### src/logic/oct_pkg.sv
package oct_pkg;
  // ----------------------------------------------------------------
  // Message codes
  // ----------------------------------------------------------------
  localparam logic [7:0] CODE_CONNECT = 8'h06;
  localparam logic [7:0] CODE_DISCONNECT = 8'h07;
  localparam logic [7:0] CODE_KEYBOARD = 8'h08;
  localparam logic [7:0] CODE_SYS_LOOP = 8'h09;
  localparam logic [7:0] CODE_ELEM_LOOP = 8'h0a;
  localparam logic [7:0] CODE_CONN_RESP = 8'h86;
  localparam logic [7:0] CODE_SCREEN = 8'h88;
  localparam logic [7:0] CODE_MAINT_STAT = 8'h89;
  // ----------------------------------------------------------------
  // Field values and positions
  // ----------------------------------------------------------------
  localparam logic [7:0] STAT_CONNECTED = 8'h01;
  localparam logic [7:0] STAT_NO_CONNECT = 8'h00;
  localparam logic [7:0] ADDR_BROADCAST = 8'h00;
  localparam logic [7:0] ADDR_NET_END = 8'h01;
  localparam logic [7:0] ADDR_CUST_END = 8'h02;
  localparam logic [7:0] REP_ADDR_OFFSET = 8'h02;
  localparam int KBD_MAX = 8;
  localparam int SCR_MAX = 24;
  localparam int SYS_LEN = 11;
  localparam int CMD_CLEAR = 6;
  localparam int CMD_SP_ON = 5;
  localparam int CMD_SP_OFF = 4;
  localparam int CMD_NET_ON = 3;
  localparam int CMD_CUST_ON = 2;
  localparam int CMD_NET_OFF = 1;
  localparam int CMD_CUST_OFF = 0;
  localparam int ST_PROP = 6;
  localparam int ST_SPECIAL = 5;
  localparam int ST_CUST = 4;
  localparam int ST_NET = 3;
  localparam int ST_LOCAL_PWR = 2;
  localparam int ST_CREV = 1;
  localparam int ST_NREV = 0;
  // Unit roles
  typedef enum logic [1:0] {
    OCT_NET_END = 2'b00,
    OCT_CUST_END = 2'b01,
    OCT_REPEATER = 2'b11
  } oct_role_e;
endpackage

### src/logic/oct_link_if.sv
`timescale 1ns/1ps
// Octet stream in each direction; each octet is one valid cycle, sof marks code octet.
interface oct_link_if;
  logic [7:0] d2p_data;
  logic d2p_valid;
  logic d2p_sof;
  logic d2p_eof;
  logic [7:0] d2p_addr;
  logic [7:0] p2d_data;
  logic p2d_valid;
  logic p2d_sof;
  logic p2d_eof;
  logic [7:0] p2d_addr;
  modport dev (output d2p_data, d2p_valid, d2p_sof, d2p_eof, d2p_addr,
               input p2d_data, p2d_valid, p2d_sof, p2d_eof, p2d_addr);
  modport peer (input d2p_data, d2p_valid, d2p_sof, d2p_eof, d2p_addr,
                output p2d_data, p2d_valid, p2d_sof, p2d_eof, p2d_addr);
endinterface

### src/logic/oct_dev.sv
// Summary of operation
// - Requester waits for connected response first
// - Session open until disconnect or timeout
// - Network end holds at least one session
// - Unsupported units may drop or refuse connect
// - No room: answer no-connect status
// - Accept: response, then current screen
// - Connect response: code 134, status octet
// - Keyboard and screen only in session
// - Keyboard carries one to eight octets
// - Screen carries one to twenty-four octets
// - Network end system loopback is broadcast
// - Customer end system loopback to network end
// - Receivers execute own octet, send status
// - System loopback octet layout per element
// - Repeater number is address minus two
// - Customer end uses element loopback offline
// - Command octet bit meanings
// - Zero command octet is a poll
// - Element loopback acted on by addressee
// - Status octet maintenance bits
// - Power and pair reversal status bits
// - Special loopback only at customer end
// - Active condition answers poll with status
`timescale 1ns/1ps
module oct_dev #(
  parameter oct_pkg::oct_role_e ROLE = oct_pkg::OCT_NET_END,
  parameter int SESSIONS = 1,
  parameter int TIMEOUT_CYC = 0
) (
  // Clock and reset
  input wire logic mclk,
  input wire logic arst_n,
  // Identity and straps
  input wire logic [7:0] own_addr,
  input wire logic local_pwr,
  input wire logic cust_rev,
  input wire logic net_rev,
  input wire logic prop_state,
  input wire logic net_end_online,
  input wire logic term_support,
  // Screen source: terminal logic supplies current screen octets
  input wire logic [7:0] scr_data,
  input wire logic scr_valid,
  input wire logic scr_last,
  output logic scr_ready,
  output logic scr_first,
  // Keyboard sink and loopback outputs
  output logic [7:0] kbd_data,
  output logic kbd_valid,
  output logic session_open,
  output logic loop_net,
  output logic loop_cust,
  output logic loop_special,
  oct_link_if.dev lnk
);
  initial begin
    if (SESSIONS < 0 || SESSIONS > 1) $error("SESSIONS must be 0 or 1");
    if (TIMEOUT_CYC < 0) $error("TIMEOUT_CYC must not be negative");
  end
  // ----------------------------------------------------------------
  // Receive parser
  // ----------------------------------------------------------------
  logic [7:0] rx_code_r;
  logic [4:0] rx_idx_r;
  logic mine_r;
  logic [7:0] cmd_r;
  logic cmd_seen_r;
  logic [7:0] rep_idx;
  logic addr_ok;
  assign rep_idx = own_addr - oct_pkg::REP_ADDR_OFFSET;
  assign addr_ok = (lnk.p2d_addr == own_addr) || (lnk.p2d_addr == oct_pkg::ADDR_BROADCAST);
  logic [4:0] own_idx;
  logic own_oct;
  // Index of our octet in a system loopback, 0 when none; a repeater beyond eight has none
  assign own_idx = (ROLE == oct_pkg::OCT_NET_END) ? 5'h01 :
                   (ROLE == oct_pkg::OCT_CUST_END) ? 5'h02 :
                   (rep_idx >= 8'h01 && rep_idx <= 8'h08) ? 5'(rep_idx + 8'h02) : 5'h00;
  // Our command octet as it arrives, so a command in the last octet acts at eof
  assign own_oct = lnk.p2d_valid && !lnk.p2d_sof && mine_r &&
                   ((rx_code_r == oct_pkg::CODE_ELEM_LOOP && rx_idx_r == 5'h01) ||
                    (rx_code_r == oct_pkg::CODE_SYS_LOOP && rx_idx_r == own_idx));
  // Octet index and code capture
  always_ff @(posedge mclk or negedge arst_n) begin
    if (!arst_n) begin
      rx_code_r <= 8'h00;
      rx_idx_r <= 5'h00;
    end else if (lnk.p2d_valid) begin
      if (lnk.p2d_sof) begin
        rx_code_r <= lnk.p2d_data;
        rx_idx_r <= 5'h01;
      end else if (rx_idx_r != 5'h1f) begin
        rx_idx_r <= rx_idx_r + 5'h01;
      end
    end
  end
  // Pick our own command octet out of the message
  always_ff @(posedge mclk or negedge arst_n) begin
    if (!arst_n) begin
      cmd_r <= 8'h00;
      cmd_seen_r <= 1'b0;
      mine_r <= 1'b0;
    end else if (lnk.p2d_valid) begin
      if (lnk.p2d_sof) begin
        cmd_seen_r <= 1'b0;
        mine_r <= addr_ok;
      end else if (own_oct) begin
        cmd_r <= lnk.p2d_data;
        cmd_seen_r <= 1'b1;
      end
    end
  end
  // End-of-message events, plus a per-octet keyboard strobe
  logic eom;
  logic is_conn;
  logic is_disc;
  logic is_loop;
  logic is_kbd;
  assign eom = lnk.p2d_valid && lnk.p2d_eof && (lnk.p2d_sof ? addr_ok : mine_r);
  assign is_conn = eom && lnk.p2d_sof && lnk.p2d_data == oct_pkg::CODE_CONNECT;
  assign is_disc = eom && lnk.p2d_sof && lnk.p2d_data == oct_pkg::CODE_DISCONNECT;
  assign is_loop = eom && !lnk.p2d_sof && (rx_code_r == oct_pkg::CODE_ELEM_LOOP ||
                   rx_code_r == oct_pkg::CODE_SYS_LOOP);
  assign is_kbd = lnk.p2d_valid && !lnk.p2d_sof && mine_r &&
                  rx_code_r == oct_pkg::CODE_KEYBOARD && rx_idx_r <= 5'(oct_pkg::KBD_MAX);
  // ----------------------------------------------------------------
  // Session state
  // ----------------------------------------------------------------
  logic [31:0] idle_r;
  logic timed_out;
  assign timed_out = (TIMEOUT_CYC > 0) && (idle_r >= 32'(TIMEOUT_CYC));
  always_ff @(posedge mclk or negedge arst_n) begin
    if (!arst_n) begin
      session_open <= 1'b0;
    end else if (is_conn && SESSIONS > 0 && term_support) begin
      session_open <= 1'b1;
    end else if (is_disc || timed_out) begin
      session_open <= 1'b0;
    end
  end
  // Idle counter for optional timeout
  always_ff @(posedge mclk or negedge arst_n) begin
    if (!arst_n) idle_r <= 32'h0;
    else if (!session_open || lnk.p2d_valid) idle_r <= 32'h0;
    else if (!timed_out) idle_r <= idle_r + 32'h1;
  end
  // Keyboard octets pass only inside a session
  always_ff @(posedge mclk or negedge arst_n) begin
    if (!arst_n) begin
      kbd_data <= 8'h00;
      kbd_valid <= 1'b0;
    end else begin
      kbd_valid <= is_kbd && session_open;
      kbd_data <= lnk.p2d_data;
    end
  end
  // ----------------------------------------------------------------
  // Loopback states
  // ----------------------------------------------------------------
  logic [7:0] cmd;
  logic cmd_ok;
  // Bypass the register: an element command is the last octet, seen at eof itself
  assign cmd = (own_oct ? lnk.p2d_data : cmd_r) & 8'h7f;
  assign cmd_ok = own_oct || cmd_seen_r;
  always_ff @(posedge mclk or negedge arst_n) begin
    if (!arst_n) begin
      loop_net <= 1'b0;
      loop_cust <= 1'b0;
      loop_special <= 1'b0;
    end else if (is_loop && cmd_ok) begin
      if (cmd[oct_pkg::CMD_CLEAR]) begin
        loop_net <= 1'b0;
        loop_cust <= 1'b0;
        loop_special <= 1'b0;
      end else begin
        if (cmd[oct_pkg::CMD_NET_ON]) loop_net <= 1'b1;
        else if (cmd[oct_pkg::CMD_NET_OFF]) loop_net <= 1'b0;
        if (cmd[oct_pkg::CMD_CUST_ON]) loop_cust <= 1'b1;
        else if (cmd[oct_pkg::CMD_CUST_OFF]) loop_cust <= 1'b0;
        if (ROLE == oct_pkg::OCT_CUST_END) begin
          if (cmd[oct_pkg::CMD_SP_ON]) loop_special <= 1'b1;
          else if (cmd[oct_pkg::CMD_SP_OFF]) loop_special <= 1'b0;
        end
      end
    end
  end
  // ----------------------------------------------------------------
  // Transmit sequencer
  // ----------------------------------------------------------------
  typedef enum logic [2:0] {
    TX_IDLE = 3'b000,
    TX_CODE = 3'b001,
    TX_ARG = 3'b011,
    TX_SCODE = 3'b010,
    TX_SDATA = 3'b110
  } oct_tx_e;
  oct_tx_e tx_r;
  logic [7:0] tcode_r;
  logic [7:0] targ_r;
  logic [7:0] reply_addr_r;
  logic scr_pend_r;
  logic [4:0] scnt_r;
  logic [7:0] mstat;
  assign mstat = {1'b0, prop_state, loop_special, loop_cust, loop_net,
                  local_pwr, cust_rev, net_rev};
  assign scr_ready = (tx_r == TX_SDATA) && session_open;
  always_ff @(posedge mclk or negedge arst_n) begin
    if (!arst_n) begin
      tx_r <= TX_IDLE;
      tcode_r <= 8'h00;
      targ_r <= 8'h00;
      reply_addr_r <= 8'h00;
      scr_pend_r <= 1'b0;
      scnt_r <= 5'h00;
      scr_first <= 1'b0;
    end else begin
      scr_first <= 1'b0;
      unique case (tx_r)
        TX_IDLE: begin
          if (is_conn && (term_support || ROLE == oct_pkg::OCT_NET_END)) begin
            tcode_r <= oct_pkg::CODE_CONN_RESP;
            targ_r <= (SESSIONS > 0 && term_support) ? oct_pkg::STAT_CONNECTED
                                                     : oct_pkg::STAT_NO_CONNECT;
            scr_pend_r <= SESSIONS > 0 && term_support;
            scr_first <= SESSIONS > 0 && term_support && !session_open;
            reply_addr_r <= lnk.p2d_addr == oct_pkg::ADDR_BROADCAST ? oct_pkg::ADDR_NET_END
                                                                    : lnk.p2d_addr;
            tx_r <= TX_CODE;
          end else if (is_loop && cmd_ok) begin
            tcode_r <= oct_pkg::CODE_MAINT_STAT;
            targ_r <= 8'h00;
            scr_pend_r <= 1'b0;
            reply_addr_r <= oct_pkg::ADDR_NET_END;
            tx_r <= TX_CODE;
          end else if (session_open && scr_valid) begin
            tx_r <= TX_SCODE;
          end
        end
        TX_CODE: tx_r <= TX_ARG;
        TX_ARG: tx_r <= scr_pend_r ? TX_SCODE : TX_IDLE;
        TX_SCODE: begin
          scr_pend_r <= 1'b0;
          scnt_r <= 5'h00;
          tx_r <= TX_SDATA;
        end
        TX_SDATA: begin
          if (!session_open) tx_r <= TX_IDLE;
          else if (scr_valid) begin
            scnt_r <= scnt_r + 5'h01;
            // at most 24 octets a message
            if (scr_last) tx_r <= TX_IDLE;
            else if (scnt_r == 5'(oct_pkg::SCR_MAX - 1)) tx_r <= TX_SCODE;
          end
        end
        default: tx_r <= TX_IDLE;
      endcase
    end
  end
  // Registered octet output
  always_ff @(posedge mclk or negedge arst_n) begin
    if (!arst_n) begin
      lnk.d2p_data <= 8'h00;
      lnk.d2p_valid <= 1'b0;
      lnk.d2p_sof <= 1'b0;
      lnk.d2p_eof <= 1'b0;
      lnk.d2p_addr <= 8'h00;
    end else begin
      // Screen code octet leads every screen message, split ones too
      lnk.d2p_valid <= tx_r == TX_CODE || tx_r == TX_ARG || tx_r == TX_SCODE ||
                       (scr_ready && scr_valid);
      lnk.d2p_sof <= tx_r == TX_CODE || tx_r == TX_SCODE;
      lnk.d2p_eof <= tx_r == TX_ARG || (scr_ready && scr_valid &&
                     (scr_last || scnt_r == 5'(oct_pkg::SCR_MAX - 1)));
      lnk.d2p_addr <= reply_addr_r;
      if (tx_r == TX_CODE) lnk.d2p_data <= tcode_r;
      else if (tx_r == TX_SCODE) lnk.d2p_data <= oct_pkg::CODE_SCREEN;
      else if (tx_r == TX_ARG) lnk.d2p_data <= tcode_r == oct_pkg::CODE_MAINT_STAT ? mstat : targ_r;
      else lnk.d2p_data <= scr_data;
    end
  end
endmodule // oct_dev

### src/flat_wrapper.sv
// flat-port wrapper written by rule: the top's interface ports become plain ports
module oct_dev_flat 
#(
  parameter oct_pkg::oct_role_e ROLE = oct_pkg::OCT_NET_END,
  parameter int SESSIONS = 1,
  parameter int TIMEOUT_CYC = 0
)
  (mclk, arst_n, own_addr, local_pwr, cust_rev, net_rev, prop_state, net_end_online, term_support, scr_data, scr_valid, scr_last, scr_ready, scr_first, kbd_data, kbd_valid, session_open, loop_net, loop_cust, loop_special, lnk_d2p_data, lnk_d2p_valid, lnk_d2p_sof, lnk_d2p_eof, lnk_d2p_addr, lnk_p2d_data, lnk_p2d_valid, lnk_p2d_sof, lnk_p2d_eof, lnk_p2d_addr);
  oct_link_if lnk_i ();
  input wire logic mclk;
  input wire logic arst_n;
  input wire logic [7:0] own_addr;
  input wire logic local_pwr;
  input wire logic cust_rev;
  input wire logic net_rev;
  input wire logic prop_state;
  input wire logic net_end_online;
  input wire logic term_support;
  input wire logic [7:0] scr_data;
  input wire logic scr_valid;
  input wire logic scr_last;
  output logic scr_ready;
  output logic scr_first;
  output logic [7:0] kbd_data;
  output logic kbd_valid;
  output logic session_open;
  output logic loop_net;
  output logic loop_cust;
  output logic loop_special;
  output wire logic [$bits(lnk_i.d2p_data)-1:0] lnk_d2p_data;
  output wire logic [$bits(lnk_i.d2p_valid)-1:0] lnk_d2p_valid;
  output wire logic [$bits(lnk_i.d2p_sof)-1:0] lnk_d2p_sof;
  output wire logic [$bits(lnk_i.d2p_eof)-1:0] lnk_d2p_eof;
  output wire logic [$bits(lnk_i.d2p_addr)-1:0] lnk_d2p_addr;
  input wire logic [$bits(lnk_i.p2d_data)-1:0] lnk_p2d_data;
  input wire logic [$bits(lnk_i.p2d_valid)-1:0] lnk_p2d_valid;
  input wire logic [$bits(lnk_i.p2d_sof)-1:0] lnk_p2d_sof;
  input wire logic [$bits(lnk_i.p2d_eof)-1:0] lnk_p2d_eof;
  input wire logic [$bits(lnk_i.p2d_addr)-1:0] lnk_p2d_addr;
  assign lnk_d2p_data = lnk_i.d2p_data;
  assign lnk_d2p_valid = lnk_i.d2p_valid;
  assign lnk_d2p_sof = lnk_i.d2p_sof;
  assign lnk_d2p_eof = lnk_i.d2p_eof;
  assign lnk_d2p_addr = lnk_i.d2p_addr;
  assign lnk_i.p2d_data = lnk_p2d_data;
  assign lnk_i.p2d_valid = lnk_p2d_valid;
  assign lnk_i.p2d_sof = lnk_p2d_sof;
  assign lnk_i.p2d_eof = lnk_p2d_eof;
  assign lnk_i.p2d_addr = lnk_p2d_addr;
  oct_dev #(.ROLE(ROLE), .SESSIONS(SESSIONS), .TIMEOUT_CYC(TIMEOUT_CYC)) u_core (.mclk(mclk), .arst_n(arst_n), .own_addr(own_addr), .local_pwr(local_pwr), .cust_rev(cust_rev), .net_rev(net_rev), .prop_state(prop_state), .net_end_online(net_end_online), .term_support(term_support), .scr_data(scr_data), .scr_valid(scr_valid), .scr_last(scr_last), .scr_ready(scr_ready), .scr_first(scr_first), .kbd_data(kbd_data), .kbd_valid(kbd_valid), .session_open(session_open), .loop_net(loop_net), .loop_cust(loop_cust), .loop_special(loop_special), .lnk(lnk_i));
endmodule
### config.mk
export PLATFORM = sky130hd
export DESIGN_NAME = oct_dev_flat
export DESIGN_NICKNAME = d
export VERILOG_FILES = /design/src/logic/oct_pkg.sv /design/src/logic/oct_link_if.sv /design/src/logic/oct_dev.sv /design/src/flat_wrapper.sv
export SDC_FILE = /design/constraint.sdc
export NUM_CORES = 1
export LEC_CHECK = 0
export BUFFER_PORTS_ARGS = -buffer_cell sky130_fd_sc_hd__buf_4
export CORE_ASPECT_RATIO = 0.7
export CORE_MARGIN = 3
export CORE_UTILIZATION = 48
export CTS_CLUSTER_SIZE = 28
export DETAILED_ROUTE_END_ITERATION = 16
export PLACE_DENSITY = 0.76
export SLEW_MARGIN = 20
export SYNTH_ARGS = -nofsm -noshare
export SYNTH_HDL_FRONTEND = slang
export SYNTH_SLANG_ARGS = --single-unit
### constraint.sdc
create_clock -name mclk -period 1.75 [get_ports mclk]
set_input_delay 0.0875 -clock mclk [delete_from_list [all_inputs] [get_ports mclk]]
set_output_delay 0.0875 -clock mclk [all_outputs]
set_load 0.005 [all_outputs]
; ---- Word-level counts from Yosys, hierarchy flattened
; Index checks and enable logic that the tools add are counted.
[word_totals]
reg_bits = 87
input_bits = 45
out_inout_bits = 34
wordCells = 145
[op_classes]
n_addsub = 2
order_cmp = 1
n_eq_ne = 20
mux = 43
bitwise_logic = 1
reduce_logical = 55
[ops]
columns = cell, count
row1 = $mux W8, 11
row2 = $eq A8 B4 Y1 const B, 3
row3 = $logic_and A1 B1 Y1, 22
row4 = $mux W3, 7
row5 = $mux W5, 4
row6 = $eq A8 B3 Y1 const B, 2
row7 = $mux W1, 16
row8 = $reduce_and A2 Y1, 8
row9 = $pmux W3 S5, 1
row10 = $reduce_bool A2 Y1, 6
row11 = $add A5 B1 Y5 const B, 2
row12 = $logic_or A1 B1 Y1, 10
row13 = $pmux W5 S2, 1
row14 = $reduce_and A3 Y1, 3
row15 = $eq A8 B8 Y1, 1
row16 = $eq A8 B8 Y1 const B, 1
row17 = $logic_not A8 Y1, 1
row18 = $mux W7, 1
row19 = $eq A3 B2 Y1 const B, 2
row20 = $reduce_bool A3 Y1, 2
row21 = $eq A5 B1 Y1 const B, 1
row22 = $eq A5 B5 Y1 const B, 1
row23 = $le A5 B4 Y1 const B, 1
row24 = $ne A5 B5 Y1 const B, 1
row25 = other kinds (13), 14

; ---- Longest topological paths before layout
; Gate-level depths: netlist of run 1.
[logic_depth]
word_depth = 10
depth_mapped = 8
mapped_depth_nobuf = 8

; ---- Worst setup path before layout of run 1
; OpenSTA, ideal clock, no wires.
[synth_timing]
path_type = reg-to-reg
startpoint = register u_core.rx_idx_r[1]
endpoint = register u_core.loop_net
setup_ps = 121
arrival_time_ps = 1825
t_required_ps = 1629
setup_slack_ps = -196
stages_incl_launch_ff = 8
n_path_buf = 0
period_less_slack_ps = 1946
path_cell_list = dfrtp_1 inv_1 ha_1 nor3b_1 nand2_1 nor2_1 mux2_2 a22o_1
[synth_via]
elab_chain_cells = 7
elab_cells_between_ends = 12
classes_between = eq/ne: 1 / mux: 3 / reduce/logical: 8
[synth_lines]
columns = element, line
row1 = "start, declared", oct_dev.sv:65  ; logic [4:0] rx_idx_r;
row2 = "start signal, assigned", oct_dev.sv:93  ; rx_idx_r <= rx_idx_r + 5'h01;
row3 = $eq A5 B1 Y1 (*), "oct_dev.sv:81, oct_dev.sv:82"
row4 = "$logic_and A1 B1 Y1, on equally long branches", "oct_dev.sv:81, oct_dev.sv:82"
row5 = $logic_or A1 B1 Y1 (*), oct_dev.sv:81  ; ((rx_code_r == oct_pkg::CODE_ELEM_LOOP && rx_idx_r == 5'h01) ||
row6 = $logic_and A1 B1 Y1 (*), oct_dev.sv:80  ; assign own_oct = lnk.p2d_valid && !lnk.p2d_sof && mine_r &&
row7 = $mux W7 / $logic_or A1 B1 Y1 (equally long branches), "oct_dev.sv:163, oct_dev.sv:164"
row8 = "$reduce_bool A3 Y1 (no source line), or another cell as far along", n/a
row9 = $reduce_and A2 Y1 (no source line) / $mux W1 (equally long branches), n/a
row10 = "end signal, assigned", oct_dev.sv:167  ; loop_net <= 1'b0;
row11 = "end signal, assigned", oct_dev.sv:172  ; loop_net <= 1'b0;
row12 = "end signal, assigned", oct_dev.sv:176  ; if (cmd[oct_pkg::CMD_NET_ON]) loop_net <= 1'b1;
row13 = "end, declared", oct_dev.sv:52  ; output logic loop_net,
; Every way passes the cells marked *; elsewhere a longest branch is shown, timed or not.
; A chain may end at the register's enable or synchronous reset.

; ---- Worst setup path after layout of run 1
[layout_timing]
startpoint = register u_core.rx_code_r[2]
endpoint = register u_core.reply_addr_r[5]
[layout_via]
elab_chain_cells = 8
elab_cells_between_ends = 12
classes_between = eq/ne: 2 / reduce/logical: 10
[layout_lines]
columns = element, line
row1 = "start, declared", oct_dev.sv:64  ; logic [7:0] rx_code_r;
row2 = "start signal, assigned", oct_dev.sv:90  ; rx_code_r <= lnk.p2d_data;
row3 = "$eq A8 B4 Y1, on equally long branches", n/a
row4 = "$logic_and A1 B1 Y1, on equally long branches", "oct_dev.sv:81, oct_dev.sv:82"
row5 = $logic_or A1 B1 Y1, oct_dev.sv:81
row6 = $logic_and A1 B1 Y1, oct_dev.sv:80
row7 = $logic_or A1 B1 Y1, oct_dev.sv:164  ; assign cmd_ok = own_oct || cmd_seen_r;
row8 = $logic_and A1 B1 Y1 (*), oct_dev.sv:229  ; end else if (is_loop && cmd_ok) begin
row9 = $reduce_bool A2 Y1 (no source line) (*), n/a
row10 = $reduce_and A2 Y1 (no source line) (*), n/a
row11 = "end signal, assigned", oct_dev.sv:226  ; reply_addr_r <= lnk.p2d_addr == oct_pkg::ADDR_BROADCAST ? oct_pkg::ADDR_NET_END
row12 = "end signal, assigned", oct_dev.sv:233  ; reply_addr_r <= oct_pkg::ADDR_NET_END;
row13 = "end, declared", oct_dev.sv:200  ; logic [7:0] reply_addr_r;
; Marks and branches as above.

==> results by group, run 1 <==
Run status
  • Status: finished with violations
  • Failing checks: negative setup slack

Route
  • Vias/cell: 5.20
  • Post-DRT Antenna Nets: 0
  • Avg WL per Cell: between 15 and 20 um
  • Via count: 2788
  • Residual DRC: 0
  • Post-Route WL: between 8 and 9 mm
  • Starting DRC count in detailed routing: around 150
  • DR pass1 iterations: 4

Floorplan
  • Rows: 24
  • Core ar.: roughly 6400 um^2
  • Die Wd: 105 um
  • Vert. Die Dim: ~75 um
  • Ports: 79
  • Initial Util: 0.510
  • Die ar.: 7870 um^2

Worst setup path
  • Cells along the critical path: nor4b_4 > buf_4 > nand4b_1 > nor3b_2 > buf_6 > nor2b_1 > mux2_4
  • Worst setup SP type: flop
  • Crit path largest cell delay: 0.41 ns
  • Crit Path Category: flop to flop
  • Worst Path Buf+Inv: 2
  • CP arrival: 2.11 ns
  • CP required: between 1.5 and 2 ns
  • Worst path slowest cell: dfrtp_1
  • RR Startpoint: u_core.rx_code_r[2]
  • Critical Path Sink Type: flop
  • CP top delay family: simple AND/OR/NAND/NOR gates
  • Crit path from: u_core.rx_code_r[2]
  • Max FO, Critical Path: 10

Timing
  • Max_slew headroom: 0.627
  • Unrepaired setup endpoints after global routing: true
  • Tcrit/Tclk final: 1.08
  • Final setup vio count: 13
  • Hold Slack: 0.0184 ns
  • Final worst slack: -0.133 ns
  • Max-slew violations: 0
  • Min Clock Period, post-route: between 1.5 and 2 ns
  • Hold Vio Cnt, Final: 0
  • Setup TNS: -1.25 ns
  • Clock skew: 0.00764 ns
  • Least-Margin Pin Slew: 0.556 ns
  • Fmax: 531 MHz

CTS
  • Root buf cell: clkbuf_8
  • H-Tree Depth: 3
  • # clock sinks: 73
  • Clock buffer depth: 2
  • TritonCTS clock tree: built
  • Reg clk slew, reported paths: around 0.070 ns
  • Clk Latency, worst-skew pair: 0.34 ns
  • Cts bufs inserted: 9

Cells and area
  • Final net count: slightly below 500
  • Layout cell share with drive strength beyond 1: 0.416
  • Area taken by multi-input logic gates: 1510 um^2
  • Synth-to-layout area growth: 49.9%
  • Fillers: 443
  • ANT cells: 0
  • Final Cell Area: 4910 um^2
  • Reg area: 1830 um^2
  • Core Util, Final: 0.765

Pwr
  • Max IR drop VDD: 0.000710 V
  • Leakage: 2.41 nW
  • Pwr dens: 911 nW/um^2

Run
  • Max_cap viols: 0

Hold path
  • Min-delay worst type: input port to flop
  • Hold path start: lnk_p2d_sof

Synthesis
  • Syn Nets: around 340
  • Synth Flop Type: dfrtp_1
  • Synth Register Bits: 73
  • Synth warn: 0
  • Mean Syn Cell Area: 11.2 um^2
  • Post-synth EDFFs: 0
  • Cells after Synth: 292
  • Count of cell types in the netlist: 55
  • Post-synthesis async set-or-reset flop share: 1.00
  • Seq/Total Area, Yosys: 0.557
  • Synthesized cell area: 3280 um^2

Global routing
  • Number of global-route vias before repair: 2868
  • Largest net degree at the start of global routing: 31
  • First-pass GRT wire length: about 14 mm
  • Initial antenna violation count: 0
  • GRT overflow: 0
  • Aggregate global-route resource usage: 0.225

Placement
  • Placer Congestion: 0.855
  • Dpl ws: -0.180 ns
  • Placement Cell Area: 4250 um^2
  • Detailed Place HPWL: 5.87 mm
  • PortBufs: 76
## final cells by class
cell class	instances	area share
Clock buffer	11	0.0267
Timing Repair Buffer	146	0.237
Multi-Input combinational cell	193	0.306
Inverter	17	0.0140
Clock inverter	5	0.0211
Sequential cell	73	0.372
Tap cell	91	0.0232
## worst reg2reg max path: stages (launching register included)
cell      delay [ns]
dfrtp_1         0.41
nor4b_4         0.30
buf_4           0.16
nand4b_1        0.19
nor3b_2         0.24
buf_6           0.17
nor2b_1         0.06
mux2_4          0.25
## state kept, by name, indices dropped and copies added, names as in the netlist, 3 cells and up
name / flops
u_core.rx_code_r: 8
u_core.tcode_r: 3
u_core.rx_idx_r: 5
u_core.tx_r: 3
u_core.cmd_r: 5
u_core.lnk.d2p_data: 8
u_core.lnk.d2p_addr: 8
u_core.kbd_data: 8
u_core.reply_addr_r: 8
u_core.scnt_r: 5
## layout by cell type, fill, tap and decap left out, drive strengths merged, types with 2 or more instances in the layout
| master | count |
|---|---|
| nand3b | 2 |
| and4b | 3 |
| o21ai | 16 |
| inv | 16 |
| a31oi | 3 |
| a21oi | 8 |
| mux2i | 4 |
| a211o | 2 |
| nor3b | 2 |
| or3 | 3 |
| nand4 | 4 |
| nor2 | 27 |
| bufinv | 3 |
| nand2 | 23 |
| o22ai | 2 |
| and3 | 3 |
| mux2 | 18 |
| nor3 | 4 |
| a22oi | 2 |
| xor2 | 3 |
| a211oi | 2 |
| dfrtp | 73 |
| buf | 125 |
| xnor2 | 10 |
| ha | 5 |
| or4 | 4 |
| clkinv | 3 |
| nor2b | 13 |
| nand3 | 5 |
| nand4b | 3 |
| a22o | 2 |
| nand2b | 3 |
| clkbuf | 11 |
| dlygate4sd3 | 21 |
## power breakdown
| group | switching [W] | internal, W |
|---|---|---|
| clock network | 0.000604 | 0.000948 |
| logic | 0.000489 | 0.000523 |
| registers | 0.0000777 | 0.00184 |
| total | 0.00117 | 0.00331 |
## path summary, 6_finish.rpt
kind / slack, ns / to / cells past startpoint
worst min-delay path: 0.02 / u_core.rx_idx_r[1] / 2
worst max register to register: -0.13 / u_core.reply_addr_r[5] / 7
worst max-delay path: -0.13 / u_core.reply_addr_r[5] / 7
min in group asynchronous: 0.21 / u_core.reply_addr_r[3] / 2
worst min register to register: 0.38 / u_core.lnk.d2p_addr[2] / 0
max in group asynchronous: 0.90 / u_core.scnt_r[4] / 3
## what timing repair did
action	4_1_cts	5_1_grt
endpoints found under the setup margin	12	26
gates resized for setup	14	20
hold buffers	21	0
endpoints found under the hold margin	47	0
pin swaps	8	8
setup buffers	6	2
## metrics by stage
| step | instances | power (W) |
|---|---|---|
| 2_1_floorplan | 292 | 0.00233 |
| 3_3_place_gp | 491 | 0.00280 |
| 3_5_place_dp | 491 | 0.00283 |
| 4_1_cts | 534 | 0.00447 |
| 5_1_grt | 536 | 0.00469 |
| 6_report | 536 | 0.00448 |
## logic make-up after synthesis
group | share of synthesized area
simple gates | 0.173
flops | 0.557
compound gates | 0.0989
buf+inv | 0.0347
mux | 0.0809
xor+xnor | 0.0347
fa+ha+maj | 0.0191
other cells | 0.00114
## cells in the mapped netlist, drive strengths merged (3+ instances only)
| cell type | instances | area [um^2] |
|---|---|---|
| dfrtp | 73 | 1830 |
| nor2 | 27 | 101 |
| nand2 | 23 | 86.3 |
| mux2 | 18 | 225 |
| inv | 16 | 60.1 |
| o21ai | 16 | 80.1 |
| nor2b | 13 | 81.3 |
| xnor2 | 10 | 87.6 |
| a21oi | 8 | 40.0 |
| clkbuf | 6 | 22.5 |
| ha | 5 | 62.6 |
| nand3 | 5 | 25.0 |
| mux2i | 4 | 40.0 |
| nand4 | 4 | 25.0 |
| nor3 | 4 | 20.0 |
| or4 | 4 | 30.0 |
| a31oi | 3 | 18.8 |
| and3 | 3 | 18.8 |
| and4b | 3 | 30.0 |
| buf | 3 | 22.5 |
| nand2b | 3 | 18.8 |
| nand4b | 3 | 41.3 |
| or3 | 3 | 23.8 |
| xor2 | 3 | 26.3 |
## metal layers
metal	GRT usage	share of wire	wire, um	vias up
met5	0	0	0	-
met4	0.0626	0.018	152	0
met3	0.0720	0.069	596	14
met2	0.381	0.48	4120	105
met1	0.286	0.43	3740	1356
li1	-	-	-	1313
No activity file was read; power rests on OpenSTA's default activity.
==> run 2, diff against run 1 <==
--- a/config.mk
+++ b/config.mk
@@ -6,12 +6,15 @@
 export NUM_CORES = 1
 export LEC_CHECK = 0
 export BUFFER_PORTS_ARGS = -buffer_cell sky130_fd_sc_hd__buf_4
+export CELL_PAD_IN_SITES_DETAIL_PLACEMENT = 0
+export CELL_PAD_IN_SITES_GLOBAL_PLACEMENT = 1
 export CORE_ASPECT_RATIO = 0.7
 export CORE_MARGIN = 3
-export CORE_UTILIZATION = 48
+export CORE_UTILIZATION = 37
 export CTS_CLUSTER_SIZE = 28
 export DETAILED_ROUTE_END_ITERATION = 16
-export PLACE_DENSITY = 0.76
+export PLACE_DENSITY = 0.75
+export SETUP_SLACK_MARGIN = 0.02
 export SLEW_MARGIN = 20
 export SYNTH_ARGS = -nofsm -noshare
 export SYNTH_HDL_FRONTEND = slang
==> results by group, run 2 (synthesis results as in run 1) <==
Run status
  • Status: finished with violations (unchanged)
  • Failing checks: negative setup slack (unchanged)

Timing
  • Final worst slack: -0.117 ns (was -0.133 ns)
  • Final setup vio count: 13 (unchanged)
  • Max-slew violations: 0 (unchanged)
  • Fmax: 536 MHz (was 531 MHz)
  • Hold Slack: 0.0112 ns (was 0.0184 ns)
  • Clock skew: 0.00853 ns (was 0.00764 ns)
  • Hold Vio Cnt, Final: 0 (unchanged)
  • Unrepaired setup endpoints after global routing: true (unchanged)
  • Setup TNS: -1.12 ns (was -1.25 ns)
  • Tcrit/Tclk final: 1.07 (was 1.08)
  • Min Clock Period, post-route: 1.87 ns (was 1.88 ns)

Placement
  • PortBufs: 76 (unchanged)
  • Dpl cells: 517 (was 491)
  • Placement Cell Area: 4280 um^2 (was 4250 um^2)
  • Detailed Place HPWL: 5.85 mm (was 5.87 mm)
  • Placer Congestion: 0.787 (was 0.855)

Floorplan
  • Initial Util: 0.383 (was 0.510)
  • Core ar.: 8550 um^2 (was 6430 um^2)
  • Die ar.: 10000 um^2 (was 7870 um^2)
  • Ports: 79 (unchanged)
  • Vert. Die Dim: 84.8 um (was 75.1 um)
  • Die Wd: 119 um (was 105 um)
  • Rows: 28 (was 24)

Pwr
  • Comb power frac: 0.203 (was 0.226)
  • Sw Pwr: 0.00129 W (was 0.00117 W)
  • Max IR drop VDD: 0.000645 V (was 0.000710 V)
  • Sequential share of power: 0.390 (was 0.427)
  • Share of power burned in the clock network: 0.407 (was 0.347)
  • Pwr dens: 978 nW/um^2 (was 911 nW/um^2)
  • Leakage: 2.44 nW (was 2.41 nW)
  • Switching Fraction: 0.262 (was 0.261)
  • Int Power: 0.00362 W (was 0.00331 W)
  • Tot Pwr: 0.00491 W (was 0.00448 W)

Worst setup path
  • CP arrival: 2.09 ns (was 2.11 ns)
  • Max FO, Critical Path: 4 (was 10)
  • Worst path slowest cell: or3_4 (was dfrtp_1)
  • Critical Path Sink Type: flop (unchanged)
  • Worst setup SP type: flop (unchanged)
  • Worst R2R Setup Slack: -0.12 ns (was -0.13 ns)
  • Crit Path Category: flop to flop (unchanged)
  • RR Startpoint: u_core.rx_idx_r[1] (was u_core.rx_code_r[2])
  • Cells along the critical path: inv_2 > ha_4 > nor3b_4 > nand2_2 > or3_4 > and3_4 > a22o_1 (was nor4b_4 > buf_4 > nand4b_1 > nor3b_2 > buf_6 > nor2b_1 > mux2_4)
  • Critical Path Sink: u_core.loop_net (was u_core.reply_addr_r[5])
  • Critical R2R Capture: u_core.loop_net (was u_core.reply_addr_r[5])
  • R2R depth: 7 (unchanged)
  • Crit path largest cell delay: 0.41 ns (about the same)
  • Worst Path Buf+Inv: 1 (was 2)
  • Levels on crit path: 7 (unchanged)
  • CP top delay family: simple AND/OR/NAND/NOR gates (unchanged)
  • CP required: 1.97 ns (was 1.98 ns)
  • Crit path from: u_core.rx_idx_r[1] (was u_core.rx_code_r[2])

Cells and area
  • Fillers: 730 (was 443)
  • Final net count: 484 (was 490)
  • Commonest non-fill, non-tap cell in the layout: buf_4 (unchanged)
  • Most frequent cells in the layout: buf_4 (112), dfrtp_1 (73), nor2_1 (23), nand2_1 (22), dlygate4sd3_1 (19) (was buf_4 (121), dfrtp_1 (73), nor2_1 (23), nand2_1 (22), dlygate4sd3_1 (21))
  • Fin cells: 559 (was 536)
  • Final Cell Area: 5020 um^2 (was 4910 um^2)
  • Layout cell share with drive strength beyond 1: 0.417 (was 0.416)
  • Synth-to-layout area growth: 53.2% (was 49.9%)
  • ANT cells: 0 (unchanged)

CTS
  • Root buf cell: clkbuf_16 (was clkbuf_8)
  • Clk Latency, worst-skew pair: 0.34 ns (about the same)
  • Cts bufs inserted: 9 (unchanged)
  • Clock buffer depth: 2 (unchanged)
  • H-Tree Depth: 3 (unchanged)
  • Reg clk slew, reported paths: 0.06 ns (was 0.07 ns)
  • # clock sinks: 73 (unchanged)
  • TritonCTS clock tree: built (unchanged)

Route
  • Vias/cell: 4.86 (was 5.20)
  • Residual DRC: 0 (unchanged)
  • Avg WL per Cell: 15.3 um (was 16.1 um)
  • Routed wl met3: 617 um (was 596 um)
  • Metal1 wirelength: 3.97 mm (was 3.74 mm)
  • WL met2: 3.83 mm (was 4.12 mm)
  • DR pass1 iterations: 4 (unchanged)
  • Post-DRT Antenna Nets: 0 (unchanged)
  • Post-Route WL: 8.54 mm (was 8.61 mm)
  • Top sig layer: met4 (unchanged)
  • Starting DRC count in detailed routing: 118 (was 154)
  • Via count: 2719 (was 2788)

Global routing
  • Aggregate global-route resource usage: 0.176 (was 0.225)
  • GRT overflow: 0 (unchanged)
  • Number of global-route vias before repair: 2775 (was 2868)
  • First-pass GRT wire length: 13.8 mm (about the same)
  • Initial antenna violation count: 0 (unchanged)
  • Largest net degree at the start of global routing: 43 (was 31)

Hold path
  • Min-delay worst type: input port to flop (unchanged)
  • Hold Path Cell Cnt: 2 (unchanged)

Run
  • Max_cap viols: 0 (unchanged)
-- run 2: cell types whose count changed in the layout (fill, tap and decap cells not counted), sizes merged --
cell / before / now
dlygate4sd3: 21 / 19
bufinv: 3 / 2
buf: 125 / 121
inv: 16 / 18
clkbuf: 11 / 9
clkinvlp: 0 / 1
-- run 2: layer usage --
metal  vias up  global-route usage
met1      1304               0.236
met5         -                   0
met4         0              0.0568
met3        13              0.0559
met2        98               0.273
li1       1304                   -
-- run 2: worst min-delay path by stage --
| stage | startpoint | endpoint | slack, ns |
|---|---|---|---|
| floorplan | arst_n | u_core.cmd_r[0] | -0.21 |
| global placement | arst_n | u_core.lnk.d2p_addr[7] | 0.06 |
| detailed placement | arst_n | u_core.lnk.d2p_addr[4] | 0.07 |
| CTS | lnk_p2d_addr[7] | u_core.reply_addr_r[7] | 0.001 |
| global route | lnk_p2d_addr[7] | u_core.reply_addr_r[7] | 0.0002 |
| finish | lnk_p2d_addr[7] | u_core.reply_addr_r[7] | 0.01 |
-- run 2: worst reg2reg max path: stages (launching register included) --
cell	delay, ns
dfrtp_1	0.40
inv_2	0.09
ha_4	0.13
nor3b_4	0.22
nand2_2	0.13
or3_4	0.41
and3_4	0.16
a22o_1	0.22
-- run 2: timing repair --
item,CTS,global route
resized for setup,7,32
buffers inserted,2,6
setup endpoints to repair,17,26
endpoints found under the hold margin,48,0
hold buffers,19,0
pin swaps,2,10
-- run 2: power by group through the flow --
stage,sequential (W),combinational (W),clock (W)
after floorplan,0.00195,0.000375,0
after global placement,0.00193,0.000876,0
after detailed placement,0.00194,0.000889,0
after CTS,0.00191,0.000942,0.00205
after global routing,0.00193,0.00110,0.00211
final,0.00192,0.000997,0.00200
-- run 2: through the flow --
stage / util / worst slack, ns
2_1_floorplan: - / -0.0200
3_3_place_gp: 0.500 / -0.123
3_5_place_dp: 0.500 / -0.151
4_1_cts: 0.566 / -0.105
5_1_grt: 0.588 / -0.195
6_report: 0.588 / -0.117
-- run 2: final cells by class --
type | instances | area (um^2) | area share
Sequential cell | 73 | 1830 | 0.364
Inverter | 17 | 68.8 | 0.0137
Timing Repair Buffer | 140 | 1140 | 0.227
Multi-Input combinational cell | 193 | 1510 | 0.300
Tap cell | 120 | 150 | 0.0299
Clock buffer | 9 | 225 | 0.0448
Clock inverter | 7 | 103 | 0.0204
==> run 3, diff against run 2 <==
--- a/config.mk
+++ b/config.mk
@@ -10,10 +10,10 @@
 export CELL_PAD_IN_SITES_GLOBAL_PLACEMENT = 1
 export CORE_ASPECT_RATIO = 0.7
 export CORE_MARGIN = 3
-export CORE_UTILIZATION = 37
+export CORE_UTILIZATION = 41
 export CTS_CLUSTER_SIZE = 28
 export DETAILED_ROUTE_END_ITERATION = 16
-export PLACE_DENSITY = 0.75
+export PLACE_DENSITY = 0.79
 export SETUP_SLACK_MARGIN = 0.02
 export SLEW_MARGIN = 20
 export SYNTH_ARGS = -nofsm -noshare
==> constraint.sdc (replaced) <==
create_clock -name mclk -period 1.9 [get_ports mclk]
set_input_delay 0.095 -clock mclk [delete_from_list [all_inputs] [get_ports mclk]]
set_output_delay 0.095 -clock mclk [all_outputs]
set_load 0.005 [all_outputs]
==> results by group, run 3 (synthesis results as in run 1) <==
CTS
  • Root buf cell: clkbuf_16 (unchanged)
  • Reg clk slew, reported paths: 0.06 ns (about the same)
  • Clock buffer depth: 2 (unchanged)
  • H-Tree Depth: 3 (unchanged)
  • # clock sinks: 73 (unchanged)
  • Clk Latency, worst-skew pair: 0.33 ns (was 0.34 ns)
  • Cts bufs inserted: 9 (unchanged)
  • TritonCTS clock tree: built (unchanged)

Cells and area
  • Synth-to-layout area growth: 39.7% (was 53.2%)
  • Layout cell share with drive strength beyond 1: 0.362 (was 0.417)
  • Commonest non-fill, non-tap cell in the layout: buf_4 (unchanged)
  • Final net count: 462 (was 484)
  • Fillers: 632 (was 730)
  • ANT cells: 0 (unchanged)
  • Final Cell Area: 4580 um^2 (was 5020 um^2)
  • Most frequent cells in the layout: buf_4 (106), dfrtp_1 (73), nor2_1 (25), nand2_1 (22), inv_1 (16) (was buf_4 (112), dfrtp_1 (73), nor2_1 (23), nand2_1 (22), dlygate4sd3_1 (19))
  • Core Util, Final: 0.609 (was 0.588)
  • Reg area: 1830 um^2 (unchanged)
  • Area taken by multi-input logic gates: 1360 um^2 (was 1510 um^2)

Timing
  • Max-slew violations: 0 (unchanged)
  • Min Clock Period, post-route: 1.90 ns (was 1.87 ns)
  • Clock skew: 0.00604 ns (was 0.00853 ns)
  • Unrepaired setup endpoints after global routing: true (unchanged)
  • Tcrit/Tclk final: 1.00 (was 1.07)
  • Hold Slack: 0.00954 ns (was 0.0112 ns)
  • Final setup vio count: 0 (was 13)
  • Fmax: 526 MHz (was 536 MHz)
  • Hold Vio Cnt, Final: 0 (unchanged)

Worst setup path
  • Crit path from: u_core.rx_code_r[2] (was u_core.rx_idx_r[1])
  • Worst setup SP type: flop (unchanged)
  • Crit Path Category: flop to flop (unchanged)
  • CP required: 2.12 ns (was 1.97 ns)
  • Critical Path Sink Type: flop (unchanged)
  • Max FO, Critical Path: 4 (unchanged)
  • CP arrival: 2.12 ns (was 2.09 ns)
  • RR Startpoint: u_core.rx_code_r[2] (was u_core.rx_idx_r[1])

Global routing
  • Aggregate global-route resource usage: 0.180 (was 0.176)
  • Largest net degree at the start of global routing: 74 (was 43)
  • Number of global-route vias before repair: 2546 (was 2775)
  • First-pass GRT wire length: 12.7 mm (was 13.8 mm)
  • Initial antenna violation count: 0 (unchanged)
  • GRT overflow: 0 (unchanged)

Floorplan
  • Vert. Die Dim: 80.8 um (was 84.8 um)
  • Core ar.: 7510 um^2 (was 8550 um^2)
  • Initial Util: 0.436 (was 0.383)
  • Ports: 79 (unchanged)
  • Rows: 26 (was 28)
  • Die Wd: 113 um (was 119 um)
  • Die ar.: 9120 um^2 (was 10000 um^2)

Pwr
  • Leakage: 2.27 nW (was 2.44 nW)
  • Tot Pwr: 0.00412 W (was 0.00491 W)
  • Max IR drop VDD: 0.000521 V (was 0.000645 V)
  • Pwr dens: 900 nW/um^2 (was 978 nW/um^2)

Placement
  • Placement Cell Area: 4150 um^2 (was 4280 um^2)
  • PortBufs: 76 (unchanged)
  • Detailed Place HPWL: 5.46 mm (was 5.85 mm)
  • Placer Congestion: 0.803 (was 0.787)

Hold path
  • Hold path start: scr_data[3] (was lnk_p2d_addr[7])
  • Min-delay worst type: input port to flop (unchanged)

Run status
  • Status: finished, final reports clean (was finished with violations)

Route
  • Post-Route WL: 7.76 mm (was 8.54 mm)
  • DR pass1 iterations: 4 (unchanged)
  • Via count: 2609 (was 2719)
  • Post-DRT Antenna Nets: 0 (unchanged)
  • Vias/cell: 5.07 (was 4.86)
  • Residual DRC: 0 (unchanged)
  • Avg WL per Cell: 15.1 um (was 15.3 um)
  • Starting DRC count in detailed routing: 114 (was 118)

Run
  • Max_cap viols: 0 (unchanged)
## run 3: what timing repair did
action                     CTS  global route
buffers inserted             0             3
hold endpoints to repair    83             0
pin swaps                    0             1
hold buffers                11             0
resized for setup            2             3
setup endpoints to repair    4             5
## run 3: final cells by class
type | count | share of cell area
Clock inverter | 6 | 0.00956
Inverter | 17 | 0.0150
Clock buffer | 10 | 0.0500
Tap cell | 98 | 0.0268
Sequential cell | 73 | 0.399
Multi-Input combinational cell | 193 | 0.298
Timing Repair Buffer | 118 | 0.202
## run 3: layer usage
layer	vias to the layer above	global-route usage	routed length, um
met2	72	0.275	3400
li1	1265	-	-
met1	1265	0.248	3780
met4	0	0.0396	48
met3	7	0.0670	534
met5	-	0	0
## run 3: worst paths after layout
path | endpoint | slack, ns | cells after the start
min | u_core.lnk.d2p_data[3] | 0.01 | 3
max reg2reg | u_core.loop_net | 0.0001 | 6
min reg2reg | u_core.lnk.d2p_addr[2] | 0.37 | 0
min in group asynchronous | u_core.lnk.d2p_addr[0] | 0.31 | 3
max | u_core.loop_net | 0.0001 | 6
max in group asynchronous | u_core.reply_addr_r[0] | 1.27 | 3
## run 3: through the flow
stage | TNS, ns | instances | worst slack (ns)
6_report | 0 | 515 | 0.000125
5_1_grt | -0.0803 | 515 | -0.0512
4_1_cts | 0 | 512 | 0.0350
3_5_place_dp | -0.411 | 485 | -0.0578
3_3_place_gp | -0.205 | 485 | -0.0315
2_1_floorplan | 0 | 292 | 0.0269
## run 3: worst max-delay path, cell delays in order, from the launching register on
cell	delay (ns)
dfrtp_1	0.39
nor4b_2	0.27
buf_4	0.16
nand3b_1	0.15
or3_1	0.37
and3_1	0.21
a22o_1	0.22
## run 3: power by group
part / switching [W] / internal (W)
Sequential: 0.0000634 / 0.00169
Combinational: 0.000401 / 0.000422
Clock: 0.000655 / 0.000887
Total: 0.00112 / 0.00300
